`src/rtl/oms_pkg.sv`:
```
// Purpose: constants for the operand, multiply and special-register execution block
// Assumes: 32-bit data path, one core clock
// Notes:   selector encodings are local to this block
//------------------------------------------------------------
// package
//------------------------------------------------------------
package oms_pkg;
   localparam int DW = 32;
   localparam int HW = 16;
   // immediate form selector
   typedef enum logic [2:0] {
      OMS_IMM_SHIFTED = 3'h0,
      OMS_IMM_REP_LO  = 3'h1,
      OMS_IMM_REP_HI  = 3'h3,
      OMS_IMM_REP_ALL = 3'h2,
      OMS_IMM_OTHER   = 3'h6
   } oms_imm_e;
   localparam logic [7:0] OMS_BYTE_MAX = 8'hff;
   localparam int         OMS_SHAMT_W  = 5;
   // special register selector
   typedef enum logic [3:0] {
      OMS_SR_APP_STATUS_FLAGS   = 4'h0,
      OMS_SR_IAPSR  = 4'h1,
      OMS_SR_EAPSR  = 4'h2,
      OMS_SR_PSR    = 4'h3,
      OMS_SR_EXCEPTION_NUMBER_VIEW   = 4'h5,
      OMS_SR_EXECUTION_STATE_VIEW   = 4'h6,
      OMS_SR_IEPSR  = 4'h7,
      OMS_SR_MSP    = 4'h8,
      OMS_SR_PSP    = 4'h9,
      OMS_SR_PRIM   = 4'h4,
      OMS_SR_BPRI   = 4'ha,
      OMS_SR_BPMAX  = 4'hb,
      OMS_SR_FMASK  = 4'hc,
      OMS_SR_CTRL   = 4'hd
   } oms_sr_e;
   // status word fields
   localparam int OMS_FLAG_LSB = 27;
   localparam int OMS_FLAG_MSB = 31;
   localparam logic [DW-1:0] OMS_FLAG_MASK  = 32'hf800_0000;
   localparam logic [DW-1:0] OMS_EXEC_MASK  = 32'h0700_fc00;
   localparam logic [DW-1:0] OMS_EXC_MASK   = 32'h0000_01ff;
   localparam logic [DW-1:0] OMS_PSR_RST    = 32'h0100_0000;
   localparam int OMS_PRI_W  = 8;
   localparam int OMS_CTRL_W = 2;
endpackage : oms_pkg

```
`src/rtl/oms_exec.sv`:
```
// Purpose: execution logic for flexible immediates, halfword multiplies and special-register writes
// Assumes: decoded fields arrive valid for one cycle from the pipeline
// Notes:   register shift kinds are outside this block; shift amount is applied as logical left
//
// Contract
// (RULE1) an 8-bit value shifted left by any amount within 32 bits is a legal immediate.
// (RULE2) byte-replicated immediates in bytes 0 and 2, bytes 1 and 3, or all four bytes are produced.
// (RULE3) flag-setting logic ops set carry to immediate bit 31 only when a shifted-byte immediate exceeds 255.
// (RULE4) a register second source is taken from the second source register with an optional shift.
// (RULE5) bit 0 of any address loaded into the program counter selects the instruction set and must be 1.
// (RULE6) the first multiply operand is the low halfword for bottom and the high halfword for top.
// (RULE7) the second multiply operand is the high halfword for top and the low halfword for bottom.
// (RULE8) the halfword multiply writes the full signed 32-bit product.
// (RULE9) the word-by-half multiply writes the upper 32 bits of the signed 48-bit product.
// (RULE10) software never names stack pointer or program counter in these multiplies.
// (RULE11) unprivileged special writes reach only the application flags; privileged reach all.
// (RULE12) unprivileged status-word writes leave unallocated and execution-state bits unchanged.
// (RULE13) the raise-only alias updates the threshold only for nonzero source below it or when it is zero.
// (RULE14) a write to the flags loads them straight from the source bits.
// (RULE15) software never uses stack pointer or program counter as the special-write source.
// (RULE16) the selector decodes status views, both stack pointers, three masks with the alias, and control.
// (RULE17) privilege gates every special write and forbidden writes are dropped without fault; unprivileged status-view writes here still load the flags.
`timescale 1ns/100ps
`default_nettype none
module oms_exec
   import oms_pkg::*;
(
   // clock and reset
   input  wire logic                       core_clk,
   input  wire logic                       rst_n,
   // flexible second source
   input  wire logic                       op2_is_imm,
   input  wire oms_pkg::oms_imm_e          imm_form,
   input  wire logic [7:0]                 imm_byte,
   input  wire logic [oms_pkg::OMS_SHAMT_W-1:0] imm_shamt,
   input  wire logic                       op2_flag_logic,
   input  wire logic [oms_pkg::DW-1:0]     second_source_reg,
   input  wire logic [oms_pkg::OMS_SHAMT_W-1:0] reg_shamt,
   input  wire logic                       carry_in,
   output logic [oms_pkg::DW-1:0]          flexible_second_source,
   output logic                            carry_out,
   output logic                            carry_upd,
   // multiply
   input  wire logic                       mul_valid,
   input  wire logic                       mul_word_half,
   input  wire logic                       sel_x_top,
   input  wire logic                       sel_y_top,
   input  wire logic [oms_pkg::DW-1:0]     first_source_reg,
   output logic [oms_pkg::DW-1:0]          mul_result,
   output logic                            mul_done,
   // special register write
   input  wire logic                       msr_valid,
   input  wire oms_pkg::oms_sr_e           msr_sel,
   input  wire logic [oms_pkg::DW-1:0]     msr_src,
   input  wire logic                       privileged,
   input  wire logic [oms_pkg::DW-1:0]     branch_target,
   // special register state
   output logic [oms_pkg::DW-1:0]          program_status_word,
   output logic [oms_pkg::DW-1:0]          main_stack_ptr,
   output logic [oms_pkg::DW-1:0]          process_stack_ptr,
   output logic                            global_irq_mask,
   output logic                            global_fault_mask,
   output logic [oms_pkg::OMS_PRI_W-1:0]   priority_mask_threshold,
   output logic [oms_pkg::OMS_CTRL_W-1:0]  control_reg,
   output logic                            target_state_ok
);
   import oms_pkg::*;

   //------------------------------------------------------------
   // flexible second source
   //------------------------------------------------------------
   function automatic logic [DW-1:0] shl(input logic [DW-1:0] v, input logic [OMS_SHAMT_W-1:0] s);
      shl = v << s;
   endfunction : shl

   logic [DW-1:0] shifted_imm;
   // immediate expansion and carry side effect
   always_comb begin
      shifted_imm = shl({24'h0, imm_byte}, imm_shamt);       // RULE1
      flexible_second_source = shl(second_source_reg, reg_shamt); // RULE4
      carry_out = carry_in;
      carry_upd = 1'b0;
      if (op2_is_imm) begin
         case (imm_form)
            OMS_IMM_SHIFTED: begin
               flexible_second_source = shifted_imm;
               if (op2_flag_logic && (shifted_imm > {24'h0, OMS_BYTE_MAX})) begin
                  carry_out = shifted_imm[DW-1];              // RULE3
                  carry_upd = 1'b1;
               end
            end
            OMS_IMM_REP_LO:  flexible_second_source = {8'h0, imm_byte, 8'h0, imm_byte}; // RULE2
            OMS_IMM_REP_HI:  flexible_second_source = {imm_byte, 8'h0, imm_byte, 8'h0}; // RULE2
            OMS_IMM_REP_ALL: flexible_second_source = {4{imm_byte}}; // RULE2
            default:         flexible_second_source = shifted_imm;
         endcase
      end
   end

   // instruction-set bit of a loaded program counter
   assign target_state_ok = branch_target[0];                 // RULE5

   //------------------------------------------------------------
   // multiplies
   //------------------------------------------------------------
   logic signed [HW-1:0]   op_a;
   logic signed [HW-1:0]   op_b;
   logic signed [2*HW-1:0] prod_hh;
   logic signed [47:0]     prod_wh;
   logic [DW-1:0]          next_mul_result;
   logic                   next_mul_done;
   // operand select and product
   always_comb begin
      op_a    = sel_x_top ? first_source_reg[31:16] : first_source_reg[15:0];   // RULE6
      op_b    = sel_y_top ? second_source_reg[31:16] : second_source_reg[15:0]; // RULE7
      prod_hh = op_a * op_b;                                  // RULE8
      prod_wh = $signed(first_source_reg) * op_b;             // RULE9
      next_mul_result = mul_result;
      next_mul_done   = mul_valid;
      if (mul_valid) begin
         next_mul_result = mul_word_half ? prod_wh[47:16] : prod_hh; // RULE9
      end
   end

   // result register
   always_ff @(posedge core_clk or negedge rst_n) begin
      if (!rst_n) begin
         mul_result <= 32'h0;
         mul_done   <= 1'b0;
      end else begin
         mul_result <= next_mul_result;
         mul_done   <= next_mul_done;
      end
   end

   //------------------------------------------------------------
   // special register writes
   //------------------------------------------------------------
   logic [DW-1:0]        next_psw;
   logic [DW-1:0]        next_msp;
   logic [DW-1:0]        next_psp;
   logic                 next_prim;
   logic                 next_fmask;
   logic [OMS_PRI_W-1:0] next_bpri;
   logic [OMS_CTRL_W-1:0] next_ctrl;
   logic [OMS_PRI_W-1:0] src_pri;
   logic                 psw_sel;
   // decode and privilege gating; forbidden writes are simply dropped
   always_comb begin
      next_psw   = program_status_word;
      next_msp   = main_stack_ptr;
      next_psp   = process_stack_ptr;
      next_prim  = global_irq_mask;
      next_fmask = global_fault_mask;
      next_bpri  = priority_mask_threshold;
      next_ctrl  = control_reg;
      src_pri    = msr_src[OMS_PRI_W-1:0];
      psw_sel    = 1'b0;
      if (msr_valid) begin
         case (msr_sel)                                       // RULE16
            OMS_SR_APP_STATUS_FLAGS, OMS_SR_IAPSR, OMS_SR_EAPSR, OMS_SR_PSR,
            OMS_SR_EXCEPTION_NUMBER_VIEW, OMS_SR_EXECUTION_STATE_VIEW, OMS_SR_IEPSR: psw_sel = 1'b1;
            OMS_SR_MSP:   if (privileged) next_msp = msr_src;  // RULE17
            OMS_SR_PSP:   if (privileged) next_psp = msr_src;  // RULE17
            OMS_SR_PRIM:  if (privileged) next_prim = msr_src[0]; // RULE11
            OMS_SR_FMASK: if (privileged) next_fmask = msr_src[0]; // RULE11
            OMS_SR_BPRI:  if (privileged) next_bpri = src_pri;  // RULE17
            OMS_SR_BPMAX: begin
               if (privileged && (src_pri != 8'h0) &&
                   ((priority_mask_threshold == 8'h0) || (src_pri < priority_mask_threshold))) begin
                  next_bpri = src_pri;                        // RULE13
               end
            end
            OMS_SR_CTRL:  if (privileged) next_ctrl = msr_src[OMS_CTRL_W-1:0]; // RULE17
            default: psw_sel = 1'b0;
         endcase
         if (psw_sel) begin
            // flags load straight from the source bits
            next_psw = (program_status_word & ~OMS_FLAG_MASK) | (msr_src & OMS_FLAG_MASK); // RULE14
            if (privileged) begin
               next_psw = (next_psw & ~OMS_EXEC_MASK) | (msr_src & OMS_EXEC_MASK); // RULE11
            end
            // unprivileged: execution and unallocated bits kept
         end                                                  // RULE12
      end
   end

   // special register state
   always_ff @(posedge core_clk or negedge rst_n) begin
      if (!rst_n) begin
         program_status_word     <= OMS_PSR_RST;
         main_stack_ptr          <= 32'h0;
         process_stack_ptr       <= 32'h0;
         global_irq_mask         <= 1'b0;
         global_fault_mask       <= 1'b0;
         priority_mask_threshold <= 8'h0;
         control_reg             <= 2'h0;
      end else begin
         program_status_word     <= next_psw;
         main_stack_ptr          <= next_msp;
         process_stack_ptr       <= next_psp;
         global_irq_mask         <= next_prim;
         global_fault_mask       <= next_fmask;
         priority_mask_threshold <= next_bpri;
         control_reg             <= next_ctrl;
      end
   end
endmodule : oms_exec
`default_nettype wire

```
`config.mk`:
```
export PLATFORM = sky130hd
export DESIGN_NAME = oms_exec
export DESIGN_NICKNAME = d
export VERILOG_FILES = /design/src/rtl/oms_pkg.sv /design/src/rtl/oms_exec.sv
export SDC_FILE = /design/constraint.sdc
export NUM_CORES = 2
export LEC_CHECK = 0
export BUFFER_PORTS_ARGS = -buffer_cell sky130_fd_sc_hd__buf_2
export CAP_MARGIN = 10
export CORE_UTILIZATION = 35
export DETAILED_ROUTE_END_ITERATION = 8
export SLEW_MARGIN = 40
export SYNTH_ARGS = -nofsm -noshare
export SYNTH_HDL_FRONTEND = slang
export SYNTH_SLANG_ARGS = --single-unit
```
`constraint.sdc`:
```
create_clock -name core_clk -period 3.1 [get_ports core_clk]
set_input_delay 0.465 -clock core_clk [delete_from_list [all_inputs] [get_ports core_clk]]
set_output_delay 0.465 -clock core_clk [all_outputs]
set_load 0.01 [all_outputs]
```
======== Yosys cells after proc, flatten, opt, wreduce, memory -nomap -nowiden ========
Index checks and enable logic that the tools add are counted.
word-level totals
  output and inout port bits .............. 176
  input port bits ......................... 164
  register bits ........................... 141
operators by class
  $mul .................................... 2
  reductions and logical operators ........ 17
  magnitude comparators ................... 2
  bitwise gates (word level) .............. 2
  shift operators ......................... 2
  eq/ne operators ......................... 18
  multiplexer cells ....................... 17
operators with widths
  operator                                                                number
  32-bit 2-to-1 mux                                                       3
  32-bit one-hot mux with 3 select lines                                  1
  32-bit by 16-bit multiplier with 48-bit output                          1
  32-bit by 8-bit > comparator with 1-bit output (second input constant)  1
  16-bit by 16-bit multiplier with 32-bit output                          1
  16-bit 2-to-1 mux                                                       2
  27-bit by 32-bit bitwise OR with 32-bit output                          1
  32-bit by 27-bit bitwise OR with 32-bit output                          1
  32-bit by 5-bit << shifter with 32-bit output                           1
  8-bit by 5-bit << shifter with 32-bit output                            1
  4-bit equality test (second input constant)                             6
  4-bit by 3-bit equality test with 1-bit output (second input constant)  4
  8-bit 2-to-1 mux                                                        2
  8-bit one-hot mux with 2 select lines                                   1
  3-bit AND reduction                                                     5
  4-bit by 2-bit equality test with 1-bit output (second input constant)  2
  8-bit zero test                                                         1
  8-bit < comparator                                                      1
  1-bit 2-to-1 mux                                                        8
  8-bit nonzero test                                                      1
  7-bit OR reduction                                                      1
  3-bit by 2-bit equality test with 1-bit output (second input constant)  2
  4-bit by 1-bit equality test with 1-bit output (second input constant)  1
  4-bit zero test                                                         1
  8 further kinds                                                         11

======== Longest topological paths before layout ========
  depth in word-level cells ............... 6
  mapped depth ............................ 30
  mapped depth without buffers ............ 26

======== Worst setup path before layout ========
Ideal clock, no wire load.
  path type ............................... input port to flip-flop
  start ................................... in sel_y_top
  end ..................................... reg mul_result[31] (netlist bit)
  slack ................................... -4.346 ns
  data required time ...................... 2.973 ns
  arrival time ............................ 7.319 ns
  stages .................................. 27
  cells stage by stage .................... buf_6 > clkbuf_1 > clkbuf_1 > mux2i_1 > nor2_1 > fa_1 > inv_1 > fa_1 > inv_1 > fa_1 > fa_1 > fa_1 > inv_1 > fa_1 > inv_1 > ha_1 > clkbuf_1 > a21o_1 > a21o_1 > a21oi_1 > o21ai_0 > o41ai_1 > o2111ai_1 > a21oi_1 > xnor2_1 > a22oi_1 > nand3_1
on the way
  cells in the longest elaborated chain, start to end .. 3
ends and longest elaborated chain
  item                                                                                                                     line                              text
  start: declaration                                                                                                       oms_exec.sv:47                    input wire logic sel_y_top,
  16-bit 2-to-1 mux *                                                                                                      oms_exec.sv:115                   op_b = sel_y_top ? second_source_reg[31:16] : second_source_reg[15:0];
  32-bit by 16-bit multiplier with 48-bit output / 16-bit by 16-bit multiplier with 32-bit output (equally long branches)  oms_exec.sv:117, oms_exec.sv:116
  32-bit 2-to-1 mux *                                                                                                      oms_exec.sv:121                   next_mul_result = mul_word_half ? prod_wh[47:16] : prod_hh;
  end signal: assignment                                                                                                   oms_exec.sv:131                   mul_result <= next_mul_result;
  end: declaration                                                                                                         oms_exec.sv:49                    output logic [oms_pkg::DW-1:0] mul_result,
Every way passes the cells marked *; elsewhere a longest branch is shown, timed or not.
A chain may end at the register's enable or synchronous reset.

======== Worst setup path in the final report ========
  start ................................... in sel_y_top
  end ..................................... reg mul_result[24] (netlist bit)
The elaborated chain is that of the path after synthesis.

==> key figures <==
Yosys
  • Simple-Gate Fraction of Synth Area: 0.141
  • Mux contribution to synthesized area: 0.0729
  • Post-synth EDFFs: 0
  • Area share of fa/ha/maj cells after synthesis: 0.491
  • Distinct cells, synth: 82
  • Yosys warning count: 0
  • Post-synthesis sequential area ratio: 0.0865
  • Main combinational cell family by area after synthesis: adder cells
  • Avg Cell Area, Syn: 9.01 um2
  • Compound-Gate Fraction of Synth Area: 0.0756
  • Post-synthesis register bit count: 123
  • Mapped Cells: 3950
  • XOR/XNOR Fraction of Synth Area: 0.0167
  • Async S/R FF share, synth: 1.00
  • Top_reg_cell synth: dfrtp_1
  • Mapped Area: 35600 um2

Finish
  • Nets: 5771
  • Area delta synth->final: 26.7%
  • Top Registers: main_stack_ptr: 32 flops, mul_result: 32 flops, process_stack_ptr: 32 flops
  • Util after Layout: 0.449
  • Layout cell share with drive strength beyond 1: 0.273

Worst setup path
  • Worst EP required: 3.46 ns
  • Worst reg2reg startpoint: priority_mask_threshold[1]
  • Crit-path max FO: 14
  • Reg-to-reg slack, setup: 0.64 ns
  • WP depth: 25
  • Crit-path slowest cell: fa_1
  • R2R depth: 12
  • Crit path buf inv count: 7
  • Worst EP arrival: 6.74 ns
  • Reg-to-Reg End: priority_mask_threshold[2]
  • Critical path's top delay family: adder cells
  • Worst setup path class: in2reg
  • Startpoint class of the critical path: input pin
  • CP endpoint kind: flop
  • Highest cell delay on the worst timing path: 0.52 ns
  • Worst path most repeated cell: fa_1

Clocking
  • H-tree depth: 4
  • Post-CTS Hold Fix Bufs: 0
  • Num CTS Buffers: 17
  • Later-pin clock latency in the skew report: 0.42 ns
  • Clock Sink Count: 123
  • Clk buf depth: 2
  • Root Buffer: clkbuf_16
  • Clk slew on worst S/H paths: 0.07 ns
  • CTS tree: yes

Floorplanning
  • Die Width: 321 um
  • Die Area: 103000 um2
  • Rows: 116
  • Die Ht: 321 um
  • Io pins: 340
  • Initial Util: 0.354
  • Core footprint: 100000 um2

Place
  • HPWL Detailed: 99.1 mm
  • Gpl congestion: 0.950
  • Buffers on Ports: 288

Global routing
  • Initial antenna violation count: 3
  • First-pass GRT wire length: 184 mm
  • Pin count of the biggest net entering global routing: 58
  • Grt total ovfl: 0
  • Vias in the first global route: 31.6k
  • Total Routing Usage GR: 0.232

Status
  • Failing checks: negative setup slack
  • Status: finished, violations left

Detailed routing
  • Routed WL per cell: 19.6 um
  • Vias per cell: 4.97
  • ANT nets after route: 0
  • Drt pass-1 iters: 5
  • Drt drc: 0
  • Routed WL: 118 mm
  • Number of DRC markers in iteration 0: 2114
  • Via count: 30.0k

STA
  • # setup viols final: 32
  • Fmax: 157 MHz
  • Relative slew slack: 0.520
  • Sum of negative setup slack: -99.56 ns
  • Fin. Hold Viols: 0
  • Final Skew: 0.00494 ns
  • Tcrit/Tclk final: 2.06
  • Final slew viol count: 0
  • Final worst slack: -3.28 ns
  • Worst Tran Pin Value: 0.718 ns
  • RSZ-0062 raised after global routing: true
  • Post-layout min period: 6.38 ns

Run
  • Max-cap violation count: 0

Worst hold path
  • Min-Delay Path Class: in2async
[cell families (layout without fill, tap and decap cells)]
group,Yosys count,count (layout)
simple gates,1106,1106
buf+inv,1081,1784
fa+ha+maj,947,947
compound gates,406,406
mux,218,221
flops,123,123
xor+xnor,68,68
other cells,1,19
[metrics by stage]
step	hold WS, ns	cells	worst slack (ns)	cell area (um2)
6_report	0.0779	6031	-3.28	45100
5_1_grt	0.115	6031	-3.44	45100
4_1_cts	0.0748	6012	-3.24	44400
3_5_place_dp	0.467	5960	-4.07	42800
3_3_place_gp	0.461	5960	-4.01	42800
2_1_floorplan	0.169	3967	-3.47	36100
[layout make-up]
cell class | instances | area [um2]
fill | 9859 | 55400
multi-input combinational | 2766 | 29900
timing repair buffer | 880 | 6520
inverter | 872 | 3270
sequential | 123 | 3080
tap | 1357 | 1700
clock buffer | 17 | 425
clock inverter | 15 | 175
antenna | 1 | 2.50
[worst max-delay path by stage]
stage	end	from	slack, ns
final	mul_result[24]	sel_y_top	-3.28
after global placement	mul_result[21]	sel_y_top	-4.01
after detailed placement	mul_result[26]	sel_y_top	-4.07
after floorplan	mul_result[21]	sel_y_top	-3.47
after CTS	mul_result[27]	sel_y_top	-3.24
after global routing	mul_result[24]	sel_y_top	-3.44
[repair_timing]
action | in CTS | in global routing
resized for setup | 183 | 101
buffers inserted | 18 | 20
cloned | 5 | 1
setup endpoints to repair | 33 | 39
endpoints found under the hold margin | 0 | 0
pin swaps | 60 | 59
[cells in the final DEF (no fill, tap or decap), types with 17 or more instances in the layout]
| master | instances |
|---|---|
| ha_1 | 181 |
| dfrtp_1 | 122 |
| mux4_2 | 20 |
| clkbuf_16 | 18 |
| buf_4 | 532 |
| mux2_2 | 101 |
| a21oi_2 | 22 |
| mux2_4 | 29 |
| conb_1 | 18 |
| o21ai_0 | 56 |
| buf_12 | 36 |
| a22o_1 | 22 |
| o21ai_1 | 20 |
| ha_4 | 17 |
| a21o_1 | 36 |
| xor2_1 | 18 |
| buf_2 | 281 |
| nand3_1 | 32 |
| nor2_1 | 208 |
| fa_1 | 725 |
| nand2b_1 | 23 |
| xnor2_1 | 40 |
| nor2b_1 | 52 |
| and2_1 | 168 |
| a211oi_1 | 22 |
| mux2i_1 | 49 |
| fa_2 | 22 |
| buf_6 | 23 |
| inv_1 | 858 |
| nand2_1 | 517 |
| a21oi_1 | 80 |
[Yosys cell counts, types with 37 or more instances]
| library cell | number | share of area |
|---|---|---|
| o21ai_0 | 84 | 0.012 |
| and2_1 | 179 | 0.031 |
| nand2_1 | 528 | 0.056 |
| mux2i_1 | 70 | 0.020 |
| dfrtp_1 | 122 | 0.086 |
| nor2_1 | 217 | 0.023 |
| a21oi_1 | 108 | 0.015 |
| inv_1 | 870 | 0.092 |
| clkbuf_1 | 170 | 0.018 |
| ha_1 | 200 | 0.070 |
| fa_1 | 747 | 0.42 |
| mux2_2 | 125 | 0.040 |
| xnor2_1 | 44 | 0.011 |
| nor2b_1 | 52 | 0.0091 |
| a21o_1 | 37 | 0.0078 |
[layer usage]
metal | GRT usage | vias to the layer above | share of wire | wire (um)
li1 | - | 13440 | - | -
met5 | 0 | - | 0 | 0
met2 | 0.382 | 1085 | 0.47 | 56000
met3 | 0.0319 | 198 | 0.068 | 8020
met1 | 0.312 | 15267 | 0.42 | 49500
met4 | 0.0819 | 0 | 0.039 | 4600
Power is not shown: default switching activity piles up to over one toggle a cycle in this logic, so the estimate is an artifact.
